[src/core/cmf_pkg.sv]
// Functional notes
// - With receive enable set, incoming messages are taken into the receive queue.
// - Clearing receive enable stops reception, discards the queue, raises receive empty.
// - A write of zero to receive enable is ignored from CRC start.
// - Queue selected: protection ends at store or bus error, at most 7th EOF bit.
// - Queue not selected: protection ends when acceptance filtering finishes.
// - Writing all ones to pointer advance moves the read pointer when not empty.
// - Overwrite mode, full queue, new message: both pointers advance.
// - In that overwrite case with lost flag set, pointer advance writes are ignored.
// - Transmit empty is set at zero unsent or after abort, else cleared.
// - Transmit full is set at four unsent, cleared below four or on abort.
// - Unsent count sits in bits three to one, codes 000 to 100.
// - Transmit enable one enables the transmit queue, zero disables it.
// - Clearing transmit enable empties queue; active message dropped after it finishes.
// - Message into a full receive queue sets lost flag at 6th EOF bit end.
// - Unread count uses codes 000 to 100 and resets when receive enable clears.
package cmf_pkg;

  // ==========================================================================
  // Register indices and byte addresses
  localparam logic [31:0] RXQ_CTRL_IDX  = 32'hffff6848;
  localparam logic [31:0] RXQ_ADV_IDX   = 32'hffff6849;
  localparam logic [31:0] TXQ_CTRL_IDX  = 32'hffff684a;
  localparam logic [31:0] IRQ_STAT_IDX  = 32'hffff684c;
  localparam logic [31:0] IRQ_EN_IDX    = 32'hffff684d;
  localparam logic [31:0] IRQ_CLR_IDX   = 32'hffff684e;
  localparam logic [31:0] ADDR_RXQ_CTRL = RXQ_CTRL_IDX << 2;
  localparam logic [31:0] ADDR_RXQ_ADV  = RXQ_ADV_IDX << 2;
  localparam logic [31:0] ADDR_TXQ_CTRL = TXQ_CTRL_IDX << 2;
  localparam logic [31:0] ADDR_IRQ_STAT = IRQ_STAT_IDX << 2;
  localparam logic [31:0] ADDR_IRQ_EN   = IRQ_EN_IDX << 2;
  localparam logic [31:0] ADDR_IRQ_CLR  = IRQ_CLR_IDX << 2;

  // ==========================================================================
  // Field positions
  localparam int unsigned BIT_EMPTY     = 7;
  localparam int unsigned BIT_RX_WARN   = 6;
  localparam int unsigned BIT_RX_FULL   = 5;
  localparam int unsigned BIT_RX_LOST   = 4;
  localparam int unsigned BIT_TX_FULL   = 6;
  localparam int unsigned CNT_LSB       = 1;
  localparam int unsigned BIT_ENABLE    = 0;
  localparam logic [7:0]  ADV_KEY       = 8'hff;
  localparam logic [7:0]  TXQ_RESET     = 8'h80;
  localparam logic [7:0]  RXQ_RESET     = 8'h80;

  // ==========================================================================
  // Counts and interrupt layout
  localparam logic [2:0]  CNT_FULL      = 3'h4;
  localparam logic [2:0]  CNT_WARN      = 3'h3;
  localparam logic [2:0]  LOST_PROT_CYC = 3'h5;
  localparam int unsigned IRQ_N         = 4;
  localparam int unsigned IRQ_RX_MSG    = 0;
  localparam int unsigned IRQ_RX_LOST   = 1;
  localparam int unsigned IRQ_TX_SENT   = 2;
  localparam int unsigned IRQ_TX_ABORT  = 3;

  typedef struct packed {
    logic              wr_pend;
    logic [31:0]       waddr;
  } cmf_bus_t;

  typedef struct packed {
    logic              rx_queue_enable;
    logic              rx_prot;
    logic              rx_sel;
    logic              rx_lost;
    logic [2:0]        lost_hold;
    logic [1:0]        rx_wr;
    logic [1:0]        rx_rd;
    logic [2:0]        rx_cnt;
    logic              tx_queue_enable;
    logic              tx_abort_pend;
    logic              tx_aborted;
    logic [1:0]        tx_wr;
    logic [1:0]        tx_rd;
    logic [2:0]        tx_cnt;
    logic [IRQ_N-1:0]  irq_stat;
    logic [IRQ_N-1:0]  irq_en;
    logic              irq;
    logic [31:0]       rdata;
  } cmf_state_t;

endpackage

[src/core/cmf_ahb.sv]
`timescale 1ns/1ps
module cmf_ahb
  import cmf_pkg::*;
(
  input  wire logic        i_clk,
  input  wire logic        i_rst,
  input  wire logic        i_hsel,
  input  wire logic [31:0] i_haddr,
  input  wire logic [1:0]  i_htrans,
  input  wire logic        i_hwrite,
  input  wire logic        i_hready,
  input  wire logic [31:0] i_hwdata,
  output logic             o_rd_en,
  output logic [31:0]      o_rd_addr,
  output logic             o_wr_en,
  output logic [31:0]      o_wr_addr,
  output logic [7:0]       o_wr_data
);

  // ==========================================================================
  // Address phase capture
  cmf_bus_t bus_ff;
  cmf_bus_t nxt_bus;
  logic     take;

  // Zero wait states: every selected NONSEQ or SEQ address phase seen with hready is taken
  assign take      = i_hsel && i_hready && i_htrans[1];
  assign o_rd_en   = take && !i_hwrite;
  assign o_rd_addr = i_haddr;
  // Writes land in the data phase, when hwdata stands
  assign o_wr_en   = bus_ff.wr_pend;
  assign o_wr_addr = bus_ff.waddr;
  assign o_wr_data = i_hwdata[7:0];

  always_comb begin
    nxt_bus         = bus_ff;
    nxt_bus.wr_pend = take && i_hwrite;
    if (take) begin
      nxt_bus.waddr = i_haddr;
    end
  end

  always_ff @(posedge i_clk) begin
    if (i_rst) begin
      bus_ff <= '0;
    end else begin
      bus_ff <= nxt_bus;
    end
  end

endmodule

[src/core/cmf_top.sv]
`timescale 1ns/1ps
module cmf_top
  import cmf_pkg::*;
#(
  parameter int unsigned QDEPTH = 4
)(
  input  wire logic        i_clk,
  input  wire logic        i_rst,
  // AHB-Lite slave
  input  wire logic        i_hsel,
  input  wire logic [31:0] i_haddr,
  input  wire logic [1:0]  i_htrans,
  input  wire logic        i_hwrite,
  input  wire logic [2:0]  i_hsize,
  input  wire logic        i_hready,
  input  wire logic [31:0] i_hwdata,
  output logic             o_hreadyout,
  output logic             o_hresp,
  output logic [31:0]      o_hrdata,
  // Receive events from the protocol engine
  input  wire logic        i_crc_start,
  input  wire logic        i_filter_done,
  input  wire logic        i_rx_to_queue,
  input  wire logic        i_eof6_end,
  input  wire logic        i_eof7_end,
  input  wire logic        i_rx_stored,
  input  wire logic        i_bus_error,
  input  wire logic        i_overwrite_mode,
  // Transmit events
  input  wire logic        i_tx_push,
  input  wire logic        i_tx_scheduled,
  input  wire logic        i_tx_sent,
  input  wire logic        i_tx_arb_lost,
  input  wire logic        i_halt_entry,
  // Queue state toward the engine and mailbox storage
  output logic             o_rx_accept,
  output logic [1:0]       o_rx_wr_ptr,
  output logic [1:0]       o_rx_rd_ptr,
  output logic             o_tx_enable,
  output logic [1:0]       o_tx_wr_ptr,
  output logic [1:0]       o_tx_rd_ptr,
  output logic             o_irq
);

  // ==========================================================================
  // Elaboration checks
  // Count codes 000..100 and two-bit pointers only serve four entries
  if (QDEPTH != 4) begin : g_depth_chk
    $error("cmf_top: QDEPTH must be 4");
  end

  // ==========================================================================
  // Bus front end
  logic        rd_en;
  logic [31:0] rd_addr;
  logic        wr_en;
  logic [31:0] wr_addr;
  logic [7:0]  wr_data;

  cmf_ahb u_ahb (
    .i_clk     (i_clk),
    .i_rst     (i_rst),
    .i_hsel    (i_hsel),
    .i_haddr   (i_haddr),
    .i_htrans  (i_htrans),
    .i_hwrite  (i_hwrite),
    .i_hready  (i_hready),
    .i_hwdata  (i_hwdata),
    .o_rd_en   (rd_en),
    .o_rd_addr (rd_addr),
    .o_wr_en   (wr_en),
    .o_wr_addr (wr_addr),
    .o_wr_data (wr_data)
  );

  cmf_state_t st_ff;
  cmf_state_t nxt;

  logic wr_rxq;
  logic wr_adv;
  logic wr_txq;
  logic wr_ien;
  logic wr_iclr;

  assign wr_rxq  = wr_en && (wr_addr == ADDR_RXQ_CTRL);
  assign wr_adv  = wr_en && (wr_addr == ADDR_RXQ_ADV);
  assign wr_txq  = wr_en && (wr_addr == ADDR_TXQ_CTRL);
  assign wr_ien  = wr_en && (wr_addr == ADDR_IRQ_EN);
  assign wr_iclr = wr_en && (wr_addr == ADDR_IRQ_CLR);

  // ==========================================================================
  // Status views
  logic       rx_empty;
  logic       rx_full;
  logic       tx_full;
  logic       tx_empty;
  logic [7:0] rxq_view;
  logic [7:0] txq_view;

  assign rx_empty = (st_ff.rx_cnt == 3'h0);
  assign rx_full  = (st_ff.rx_cnt == CNT_FULL);
  assign tx_empty = (st_ff.tx_cnt == 3'h0) || st_ff.tx_aborted;
  assign tx_full  = (st_ff.tx_cnt == CNT_FULL) && !st_ff.tx_aborted;

  always_comb begin
    rxq_view                          = '0;
    rxq_view[BIT_EMPTY]               = rx_empty;
    rxq_view[BIT_RX_WARN]             = (st_ff.rx_cnt == CNT_WARN);
    rxq_view[BIT_RX_FULL]             = rx_full;
    rxq_view[BIT_RX_LOST]             = st_ff.rx_lost;
    rxq_view[CNT_LSB+2:CNT_LSB]       = st_ff.rx_cnt;
    rxq_view[BIT_ENABLE]              = st_ff.rx_queue_enable;
    txq_view                          = '0;
    txq_view[BIT_EMPTY]               = tx_empty;
    txq_view[BIT_TX_FULL]             = tx_full;
    txq_view[CNT_LSB+2:CNT_LSB]       = st_ff.tx_cnt;
    txq_view[BIT_ENABLE]              = st_ff.tx_queue_enable;
  end

  // ==========================================================================
  // Interrupt status: set beats a clear in the same cycle
  logic [IRQ_N-1:0] irq_evt;
  logic [IRQ_N-1:0] nxt_stat;
  logic             rx_take;
  logic             lost_evt;
  logic             tx_abort_done;

  assign irq_evt[IRQ_RX_MSG]   = rx_take;
  assign irq_evt[IRQ_RX_LOST]  = lost_evt;
  assign irq_evt[IRQ_TX_SENT]  = i_tx_sent && (st_ff.tx_cnt != 3'h0);
  assign irq_evt[IRQ_TX_ABORT] = tx_abort_done;

  genvar gi;
  generate
    for (gi = 0; gi < IRQ_N; gi++) begin : g_irq
      assign nxt_stat[gi] = irq_evt[gi] || (st_ff.irq_stat[gi] && !(wr_iclr && wr_data[gi]));
    end
  endgenerate

  // ==========================================================================
  // Receive side events
  logic rx_arrive;
  logic ovw_block;
  logic adv_ok;

  assign rx_arrive = i_rx_stored && st_ff.rx_queue_enable && st_ff.rx_sel;
  assign rx_take   = rx_arrive && (!rx_full || i_overwrite_mode);
  // lost flag at end of 6th EOF bit
  assign lost_evt  = i_eof6_end && st_ff.rx_queue_enable && st_ff.rx_sel && rx_full;
  // overwrite, full queue and lost block read pointer advance writes
  assign ovw_block = i_overwrite_mode && rx_full && st_ff.rx_lost;
  assign adv_ok    = wr_adv && (wr_data == ADV_KEY) && st_ff.rx_queue_enable && !rx_empty && !ovw_block;

  // ==========================================================================
  // Transmit abort completion
  logic tx_drop_now;
  logic tx_end_evt;

  assign tx_end_evt    = i_tx_sent || i_bus_error || i_tx_arb_lost || i_halt_entry;
  // nothing on the bus: drop at once
  assign tx_drop_now   = wr_txq && st_ff.tx_queue_enable && !wr_data[BIT_ENABLE] && !i_tx_scheduled;
  assign tx_abort_done = tx_drop_now || (st_ff.tx_abort_pend && tx_end_evt);

  // ==========================================================================
  // Next state
  always_comb begin
    nxt = st_ff;

    // ---- receive protection window
    if (i_crc_start) begin
      nxt.rx_prot = 1'b1;
      nxt.rx_sel  = 1'b0;
    end
    if (i_filter_done) begin
      nxt.rx_sel = i_rx_to_queue;
      if (!i_rx_to_queue) begin
        nxt.rx_prot = 1'b0;
      end
    end
    if (st_ff.rx_sel && (i_rx_stored || i_bus_error || i_eof7_end)) begin
      // released on store, error or 7th EOF bit
      nxt.rx_prot = 1'b0;
      nxt.rx_sel  = 1'b0;
    end

    // ---- receive pointers and count
    if (rx_take) begin
      nxt.rx_wr = st_ff.rx_wr + 2'h1;
    end
    if (rx_take && rx_full) begin
      nxt.rx_rd = st_ff.rx_rd + 2'h1;
    end else if (adv_ok) begin
      nxt.rx_rd = st_ff.rx_rd + 2'h1;
    end
    if (rx_take && !rx_full && !adv_ok) begin
      nxt.rx_cnt = st_ff.rx_cnt + 3'h1;
    end else if (adv_ok && !(rx_take && !rx_full)) begin
      nxt.rx_cnt = st_ff.rx_cnt - 3'h1;
    end

    // ---- lost flag: write 0 clears unless held after 6th EOF bit
    if (st_ff.lost_hold != 3'h0) begin
      nxt.lost_hold = st_ff.lost_hold - 3'h1;
    end
    if (wr_rxq && !wr_data[BIT_RX_LOST] && (st_ff.lost_hold == 3'h0)) begin
      nxt.rx_lost = 1'b0;
    end
    if (lost_evt) begin
      nxt.rx_lost   = 1'b1;
      nxt.lost_hold = LOST_PROT_CYC;
    end

    // ---- receive enable
    if (wr_rxq) begin
      if (wr_data[BIT_ENABLE]) begin
        nxt.rx_queue_enable = 1'b1;
      end else if (!st_ff.rx_prot) begin
        nxt.rx_queue_enable = 1'b0;
      end
    end
    if (!nxt.rx_queue_enable) begin
      nxt.rx_wr  = 2'h0;
      nxt.rx_rd  = 2'h0;
      nxt.rx_cnt = 3'h0;
    end

    // ---- transmit queue
    if (i_tx_push && st_ff.tx_queue_enable && (st_ff.tx_cnt != CNT_FULL)) begin
      nxt.tx_wr  = st_ff.tx_wr + 2'h1;
      nxt.tx_cnt = nxt.tx_cnt + 3'h1;
    end
    if (i_tx_sent && (st_ff.tx_cnt != 3'h0)) begin
      nxt.tx_rd  = st_ff.tx_rd + 2'h1;
      nxt.tx_cnt = nxt.tx_cnt - 3'h1;
    end
    if (wr_txq) begin
      nxt.tx_queue_enable = wr_data[BIT_ENABLE];
      if (wr_data[BIT_ENABLE]) begin
        nxt.tx_aborted = 1'b0;
      end else if (st_ff.tx_queue_enable) begin
        nxt.tx_aborted    = 1'b1;
        nxt.tx_abort_pend = i_tx_scheduled;
      end
    end
    if (tx_abort_done) begin
      // queue emptied at once if nothing is scheduled, else after the active frame ends
      nxt.tx_abort_pend = 1'b0;
      nxt.tx_cnt        = 3'h0;
      nxt.tx_wr         = 2'h0;
      nxt.tx_rd         = 2'h0;
    end

    // ---- interrupts
    nxt.irq_stat = nxt_stat;
    if (wr_ien) begin
      nxt.irq_en = wr_data[IRQ_N-1:0];
    end
    nxt.irq = |(nxt.irq_stat & nxt.irq_en);

    // ---- read data for the coming data phase
    nxt.rdata = '0;
    if (rd_en) begin
      case (rd_addr)
        ADDR_RXQ_CTRL: nxt.rdata[7:0]       = rxq_view;
        ADDR_RXQ_ADV:  nxt.rdata[1:0]       = st_ff.rx_rd;
        ADDR_TXQ_CTRL: nxt.rdata[7:0]       = txq_view;
        ADDR_IRQ_STAT: nxt.rdata[IRQ_N-1:0] = st_ff.irq_stat;
        ADDR_IRQ_EN:   nxt.rdata[IRQ_N-1:0] = st_ff.irq_en;
        default:       nxt.rdata            = '0;
      endcase
    end
  end

  // ==========================================================================
  // State register
  always_ff @(posedge i_clk) begin
    if (i_rst) begin
      st_ff          <= '0;
      st_ff.rx_cnt   <= RXQ_RESET[CNT_LSB+2:CNT_LSB];
      st_ff.tx_cnt   <= TXQ_RESET[CNT_LSB+2:CNT_LSB];
    end else begin
      st_ff <= nxt;
    end
  end

  // ==========================================================================
  // Outputs
  // Zero-wait slave: always ready, always OKAY
  assign o_hreadyout = 1'b1;
  assign o_hresp     = 1'b0;
  assign o_hrdata    = st_ff.rdata;
  assign o_rx_accept = st_ff.rx_queue_enable;
  assign o_rx_wr_ptr = st_ff.rx_wr;
  assign o_rx_rd_ptr = st_ff.rx_rd;
  assign o_tx_enable = st_ff.tx_queue_enable;
  assign o_tx_wr_ptr = st_ff.tx_wr;
  assign o_tx_rd_ptr = st_ff.tx_rd;
  assign o_irq       = st_ff.irq;

  // i_hsize is accepted for any word transfer; only the low byte lane matters
  logic unused_hsize;
  assign unused_hsize = ^i_hsize;

endmodule

[config.mk]
export PLATFORM = sky130hd
export DESIGN_NAME = cmf_top
export DESIGN_NICKNAME = d
export VERILOG_FILES = /design/src/core/cmf_pkg.sv /design/src/core/cmf_ahb.sv /design/src/core/cmf_top.sv
export SDC_FILE = /design/constraint.sdc
export NUM_CORES = 1
export LEC_CHECK = 0
export BUFFER_PORTS_ARGS = -buffer_cell sky130_fd_sc_hd__buf_4
export CAP_MARGIN = 20
export CORE_ASPECT_RATIO = 0.7
export CORE_MARGIN = 2
export CORE_UTILIZATION = 35
export DETAILED_ROUTE_END_ITERATION = 8
export PLACE_DENSITY = 0.62
export SYNTH_ARGS = -nofsm -noshare
export SYNTH_HDL_FRONTEND = slang
export SYNTH_SLANG_ARGS = --single-unit
export TNS_END_PERCENT = 20
[constraint.sdc]
create_clock -name i_clk -period 3.83 [get_ports i_clk]
set_clock_uncertainty 0.05 [all_clocks]
set_input_delay 0.5745 -clock i_clk [delete_from_list [all_inputs] [get_ports i_clk]]
set_output_delay 0.5745 -clock i_clk [all_outputs]
set_load 0.05 [all_outputs]
Word level (Yosys, flattened, before mapping)
Cells that the tools add are included.
{"block": "word_totals", "reg_bits": 98, "input_bits": 87, "wordCells": 160}
{"block": "op_classes", "n_addsub": 9, "eq_ne": 15, "muxes": 21, "bitwise": 4, "n_reduce_logical": 89}
{"op": "32-bit == test (second input constant)", "count": 10}
{"op": "1-bit logical AND", "count": 44}
{"op": "3-bit two-way mux", "count": 5}
{"op": "1-bit zero test", "count": 14}
{"op": "1-bit logical OR", "count": 12}
{"op": "2-bit nonzero test", "count": 6}
{"op": "2-bit case mux with 5 select lines", "count": 1}
{"op": "2-bit OR reduction", "count": 5}
{"op": "3-bit zero test", "count": 3}
{"op": "3-bit by 1-bit subtractor with 3-bit output (second input constant)", "count": 3}
{"op": "2-bit by 1-bit adder with 2-bit output (second input constant)", "count": 4}
{"op": "8-bit == test (second input constant)", "count": 1}
{"op": "2-bit two-way mux", "count": 4}
{"op": "4-bit two-way mux", "count": 2}
{"op": "2-bit case mux with 4 select lines", "count": 1}
{"op": "4-bit case mux with 2 select lines", "count": 1}
{"op": "1-bit two-way mux", "count": 7}
{"op": "3-bit by 1-bit adder with 3-bit output (second input constant)", "count": 2}
{"op": "3-bit == test (second input constant)", "count": 2}
{"op": "3-bit nonzero test", "count": 2}
{"op": "4-bit AND", "count": 1}
{"op": "4-bit OR reduction", "count": 1}
{"op": "3-bit by 2-bit == test with 1-bit output (second input constant)", "count": 1}
{"op": "3-bit != test (second input constant)", "count": 1}
{"op": "other kinds (3)", "count": 5}

Logic depth before layout (Yosys ltp)
{"block": "logic_depth", "depth_word": 9, "depth_mapped": 10, "mapped_depth_nobuf": 10}

By module
Synthesis repeated with hierarchy kept, for this count alone.
{"block": "unflattened", "cells_unflattened": 479, "area_unflattened_um2": 4307.9}
{"module": "cmf_top", "instances": 1, "cells_per_inst": 295, "area_per_inst_um2": 2504.9, "seq_area_each_um2": 820.8}
{"module": "cmf_ahb", "instances": 1, "cells_per_inst": 184, "area_per_inst_um2": 1803.0, "seq_area_each_um2": 660.6}

Worst setup path before layout
No wires, ideal clock.
{"block": "synth_path", "path_kind": "reg-to-reg", "from": "register u_ahb.bus_ff (netlist bit u_ahb.o_wr_addr[7])", "to": "register st_ff (netlist bit rxq_view[2])", "arrival_ns": 2.160, "setup_slack_ns": 1.500, "stages_incl_launch_ff": 9, "path_buffers": 0, "synth_period_minus_slack_ns": 2.330, "path_cell_list": "dfxtp_1 nand4bb_1 or4_1 nand4bb_1 ha_1 inv_1 fa_1 mux2i_1 nor2_1"}
{"block": "synth_between", "elab_chain_cells": 9, "word_cells_on_any_way": 16, "classes_between": "eq/ne: 2; mux: 2; bitwise: 1; reduce/logical: 11"}
{"element": "start: declaration", "line": "cmf_ahb.sv:22", "source": "cmf_bus_t bus_ff;"}
{"element": "start signal: assignment", "line": "cmf_ahb.sv:47", "source": "bus_ff <= nxt_bus;"}
{"element": "32-bit == test", "line": "cmf_top.sv:86", "source": "assign wr_adv = wr_en && (wr_addr == ADDR_RXQ_ADV);"}
{"element": "1-bit logical AND", "line": "cmf_top.sv:86"}
{"element": "1-bit logical AND (4 in series)", "line": "cmf_top.sv:152", "source": "assign adv_ok = wr_adv && (wr_data == ADV_KEY) && st_ff.rx_queue_enable && !rx_empty && !ovw_block;"}
{"element": "1-bit zero test", "line": "cmf_top.sv:195", "source": "if (rx_take && !rx_full && !adv_ok) begin"}
{"element": "1-bit logical AND", "line": "cmf_top.sv:195"}
{"element": "3-bit two-way mux / 2-bit nonzero test (equally long branches)"}
{"element": "end signal: assignment", "line": "cmf_top.sv:282", "source": "st_ff <= nxt;"}
{"element": "end: declaration", "line": "cmf_top.sv:76", "source": "cmf_state_t st_ff;"}
Parallel ways exist; a longest one is shown, timed or not.
A chain may end at the register's enable or synchronous reset.

Final worst setup path
{"block": "layout_path", "from": "register u_ahb.bus_ff (netlist bit u_ahb.o_wr_addr[17])", "to": "register st_ff (netlist bit o_irq)"}
{"block": "layout_between", "elab_chain_cells": 9, "word_cells_on_any_way": 29, "classes_between": "eq/ne: 3; mux: 1; bitwise: 1; reduce/logical: 24"}
{"element": "32-bit == test", "line": "cmf_top.sv:87", "source": "assign wr_txq = wr_en && (wr_addr == ADDR_TXQ_CTRL);"}
{"element": "1-bit logical AND", "line": "cmf_top.sv:87"}
{"element": "1-bit logical AND (3 in series)", "line": "cmf_top.sv:161", "source": "assign tx_drop_now = wr_txq && st_ff.tx_queue_enable && !wr_data[BIT_ENABLE] && !i_tx_scheduled;"}
{"element": "1-bit logical OR", "line": "cmf_top.sv:162", "source": "assign tx_abort_done = tx_drop_now || (st_ff.tx_abort_pend && tx_end_evt);"}
{"element": "1-bit logical OR", "line": "cmf_top.sv:136", "source": "assign nxt_stat[gi] = irq_evt[gi] || (st_ff.irq_stat[gi] && !(wr_iclr && wr_data[gi]));"}
{"element": "4-bit AND (*)", "line": "cmf_top.sv:258", "source": "nxt.irq = |(nxt.irq_stat & nxt.irq_en);"}
{"element": "4-bit OR reduction (*)", "line": "cmf_top.sv:258"}
Mark *: on every way between the ends. The rest lies on a longest branch, timed or not.

==> qor.csv <==
stage,metric,value,unit
status,outcome,completed,
route,wl_met1,4260,um
synthesis,syn_area,3720,um2
clock_tree,cts_setup_buffers,0,
pwr,ir_drop,0.194,mV
route,drtIter0Drc,160,
clock_tree,path_clk_slew,0.06,ns
clock_tree,cts_max_level,3,
flow_run,max_cap_viol_count,0,
synthesis,yosys-top-cells-count,"nand2_1 (77), dfxtp_1 (74), a21oi_1 (49)",
route,vias_per_cell,4.84,
synthesis,synth_edf_count,0,
worst_setup_path,crit_type,flop to flop,
final_layout,nets,595,
timing,setup_violations,0,
floorplanning,start_util,35.9,%
worst_setup_path,path_max_fanout,4,
final_layout,stdcell_area,4450,um2
pwr,power_density,409,nW/um2
global_route,grt_max_degree,57,
placement,port_buffers,77,
floorplanning,die_h,90.2,um
synthesis,synth_cell_types,54,
synthesis,async_flop_share,0,%
worst_hold_path,worstHoldPathCells,2,
route,wl_met2,3780,um
clock_tree,cts_buffer_depth,2,
synthesis,synth_top_area_share,39.9,%
floorplanning,ios,132,
pwr,leakage,1.78,nW
global_route,grt_pass1_vias,2973,
synthesis,synthFlopType,dfxtp_1,
placement,dpl_cell_area,4160,um2
placement,place.gp.congestion,0.840,
timing,layout_min_cycle_time,2.56,ns
global_route,grt_pass1_wl,14700,um
synthesis,yosysSeqAreaShare,39.9,%
placement,dp_hpwl,6760,um
synthesis,ys_warn_count,0,
global_route,grt_usage,16.2,%
final_layout,layout-drive-gt1-share,21.9,%
timing,fin_crit_sh,66.8,%
clock_tree,numCtsBuffers,9,
synthesis,yosys.area.top_type,dfxtp_1,
final_layout,final_core_util,43.0,%
global_route,grt_overflow,0,
timing,final_hold_viol_count,0,
route,wl_met3,620,um
clock_tree,cts_hold_buf,0,
clock_tree,cts_resized,0,
final_layout,n_fill_cell,1022,
timing,worst_pin_slew,0.618,ns
worst_hold_path,hp-class,flop to flop,
route,num_vias,3085,
synthesis,synth_seq_cells,74,
route,firstDrtPassIters,4,
clock_tree,cts_tree,built,
worst_setup_path,r2r.worst_path.cells,6,
timing,finalSetupTns,0,ns
clock_tree,ctsRootBufferMaster,clkbuf_16,
timing,grt_setup_unrepaired,false,
floorplanning,dieWidth,127,um
worst_setup_path,critPathArrivalTime,2.71,ns
final_layout,n_antenna_cell,0,
synthesis,synth_area_leaders,"dfxtp_1 (40%), buf_4 (8.7%), nand2_1 (7.8%), a21oi_1 (6.6%), nor2_1 (3.5%)",
route,top_layer,met4,
route,avgRoutedWirePerCell,13.8,um
synthesis,synth.avg_cell_area,8.31,um2
worst_setup_path,worstSetupStartpointType,flop,
floorplanning,core,10400,um2
worst_setup_path,end_kind,flop,
global_route,antenna_found_initial,0,
final_layout,area.growth.synth_to_final,19.8,%
route,drc,0,
clock_tree,worstSkewPairLatency,0.34,ns
worst_setup_path,cp.required,3.98,ns
synthesis,synthMostInstantiatedCell,nand2_1,
final_layout,multi_input_area,1870,um2
synthesis,synth_cells,447,
route,ant_nets,0,
timing,fmax,391,MHz
worst_setup_path,ff2ff_setup_slack,1.27,ns
timing,slew_violations,0,
floorplanning,placementRows,31,
route,drt_wl_total,8790,um
timing,max_slew_margin,58.4,%
final_layout,register_area,1480,um2
clock_tree,clock-sinks,74,
floorplanning,dieArea,11500,um2
[critical path, stage by stage (launching register included)]
cell	delay, ns
dfxtp_1	0.30
nand4b_1	0.23
nor4_1	0.60
nand3_1	0.41
mux2i_1	0.34
a211oi_2	0.08
or3_1	0.41
[worst paths after layout]
| path | startpoint | to |
|---|---|---|
| max reg2reg | u_ahb.o_wr_addr[17] | o_irq |
| max | u_ahb.o_wr_addr[17] | o_irq |
| min | u_ahb.o_wr_addr[17] | u_ahb.o_wr_addr[17] |
| min reg2reg | u_ahb.o_wr_addr[17] | u_ahb.o_wr_addr[17] |
[flip-flops by register name (all words and copies together) (netlist names)]
register and cells:
o_tx_wr_ptr 2, o_rx_wr_ptr 2, u_ahb.o_wr_en 1, rxq_view 4, o_hrdata 8, st_ff 18, o_irq 1, o_rx_rd_ptr 2
u_ahb.o_wr_addr 32, o_rx_accept 1, o_tx_rd_ptr 2, o_tx_enable 1
[power breakdown]
group	internal [mW]	switching (mW)
Sequential	0.796	0.0152
Clock	0.452	0.313
Combinational	0.0901	0.153
[metrics by stage]
step / instances / hold WS [ns] / setup WS (ns) / total power [mW]
after global placement: 621 / 0.390 / 1.20 / 1.06
after CTS: 637 / 0.400 / 1.26 / 1.84
after detailed placement: 621 / 0.392 / 1.18 / 1.07
after global routing: 638 / 0.413 / 1.01 / 1.91
after floorplan: 471 / 0.379 / 1.50 / 1.01
final: 638 / 0.399 / 1.27 / 1.82
[per-layer routing]
layer | track usage (%) | up-vias
met4 | 4.21 | 0
met1 | 22.2 | 1443
met5 | 0 | -
li1 | - | 1552
met2 | 23.9 | 79
met3 | 6.25 | 11
[cell type report]
type,count,share of cell area [%]
repair buffers,79,13.5
multi-input cells,320,41.9
clock buffers,11,5.45
well taps,132,3.71
clock inverters,5,0.675
flip-flops and latches,74,33.3
inverters,17,1.43
[kinds of logic after synthesis]
family                   count (synthesis)  share of synthesized area [%]
XOR/XNOR                                15                           3.54
buffers and inverters                   77                           12.3
other                                    2                          0.202
AO/OA/AOI/OAI                           68                           11.0
flip-flops                              74                           39.9
adder cells (fa/ha/maj)                  7                           2.56
AND/OR/NAND/NOR                        194                           27.2
multiplexers                            10                           3.37
[cell usage in the layout, fill, tap and decap left out, types with 6 or more instances in the layout]
cell type	instances
buf_4	78
a21oi_1	49
nand4_1	12
nor4_1	6
mux2i_1	8
clkbuf_16	9
nor2_1	35
conb_1	26
ha_1	6
xnor2_1	9
nand2_1	77
nor2b_1	7
xor2_1	6
dfxtp_1	74
nor3_1	9
nand3_1	8
inv_1	17
Note: power is estimated with default switching activity, not from simulation.
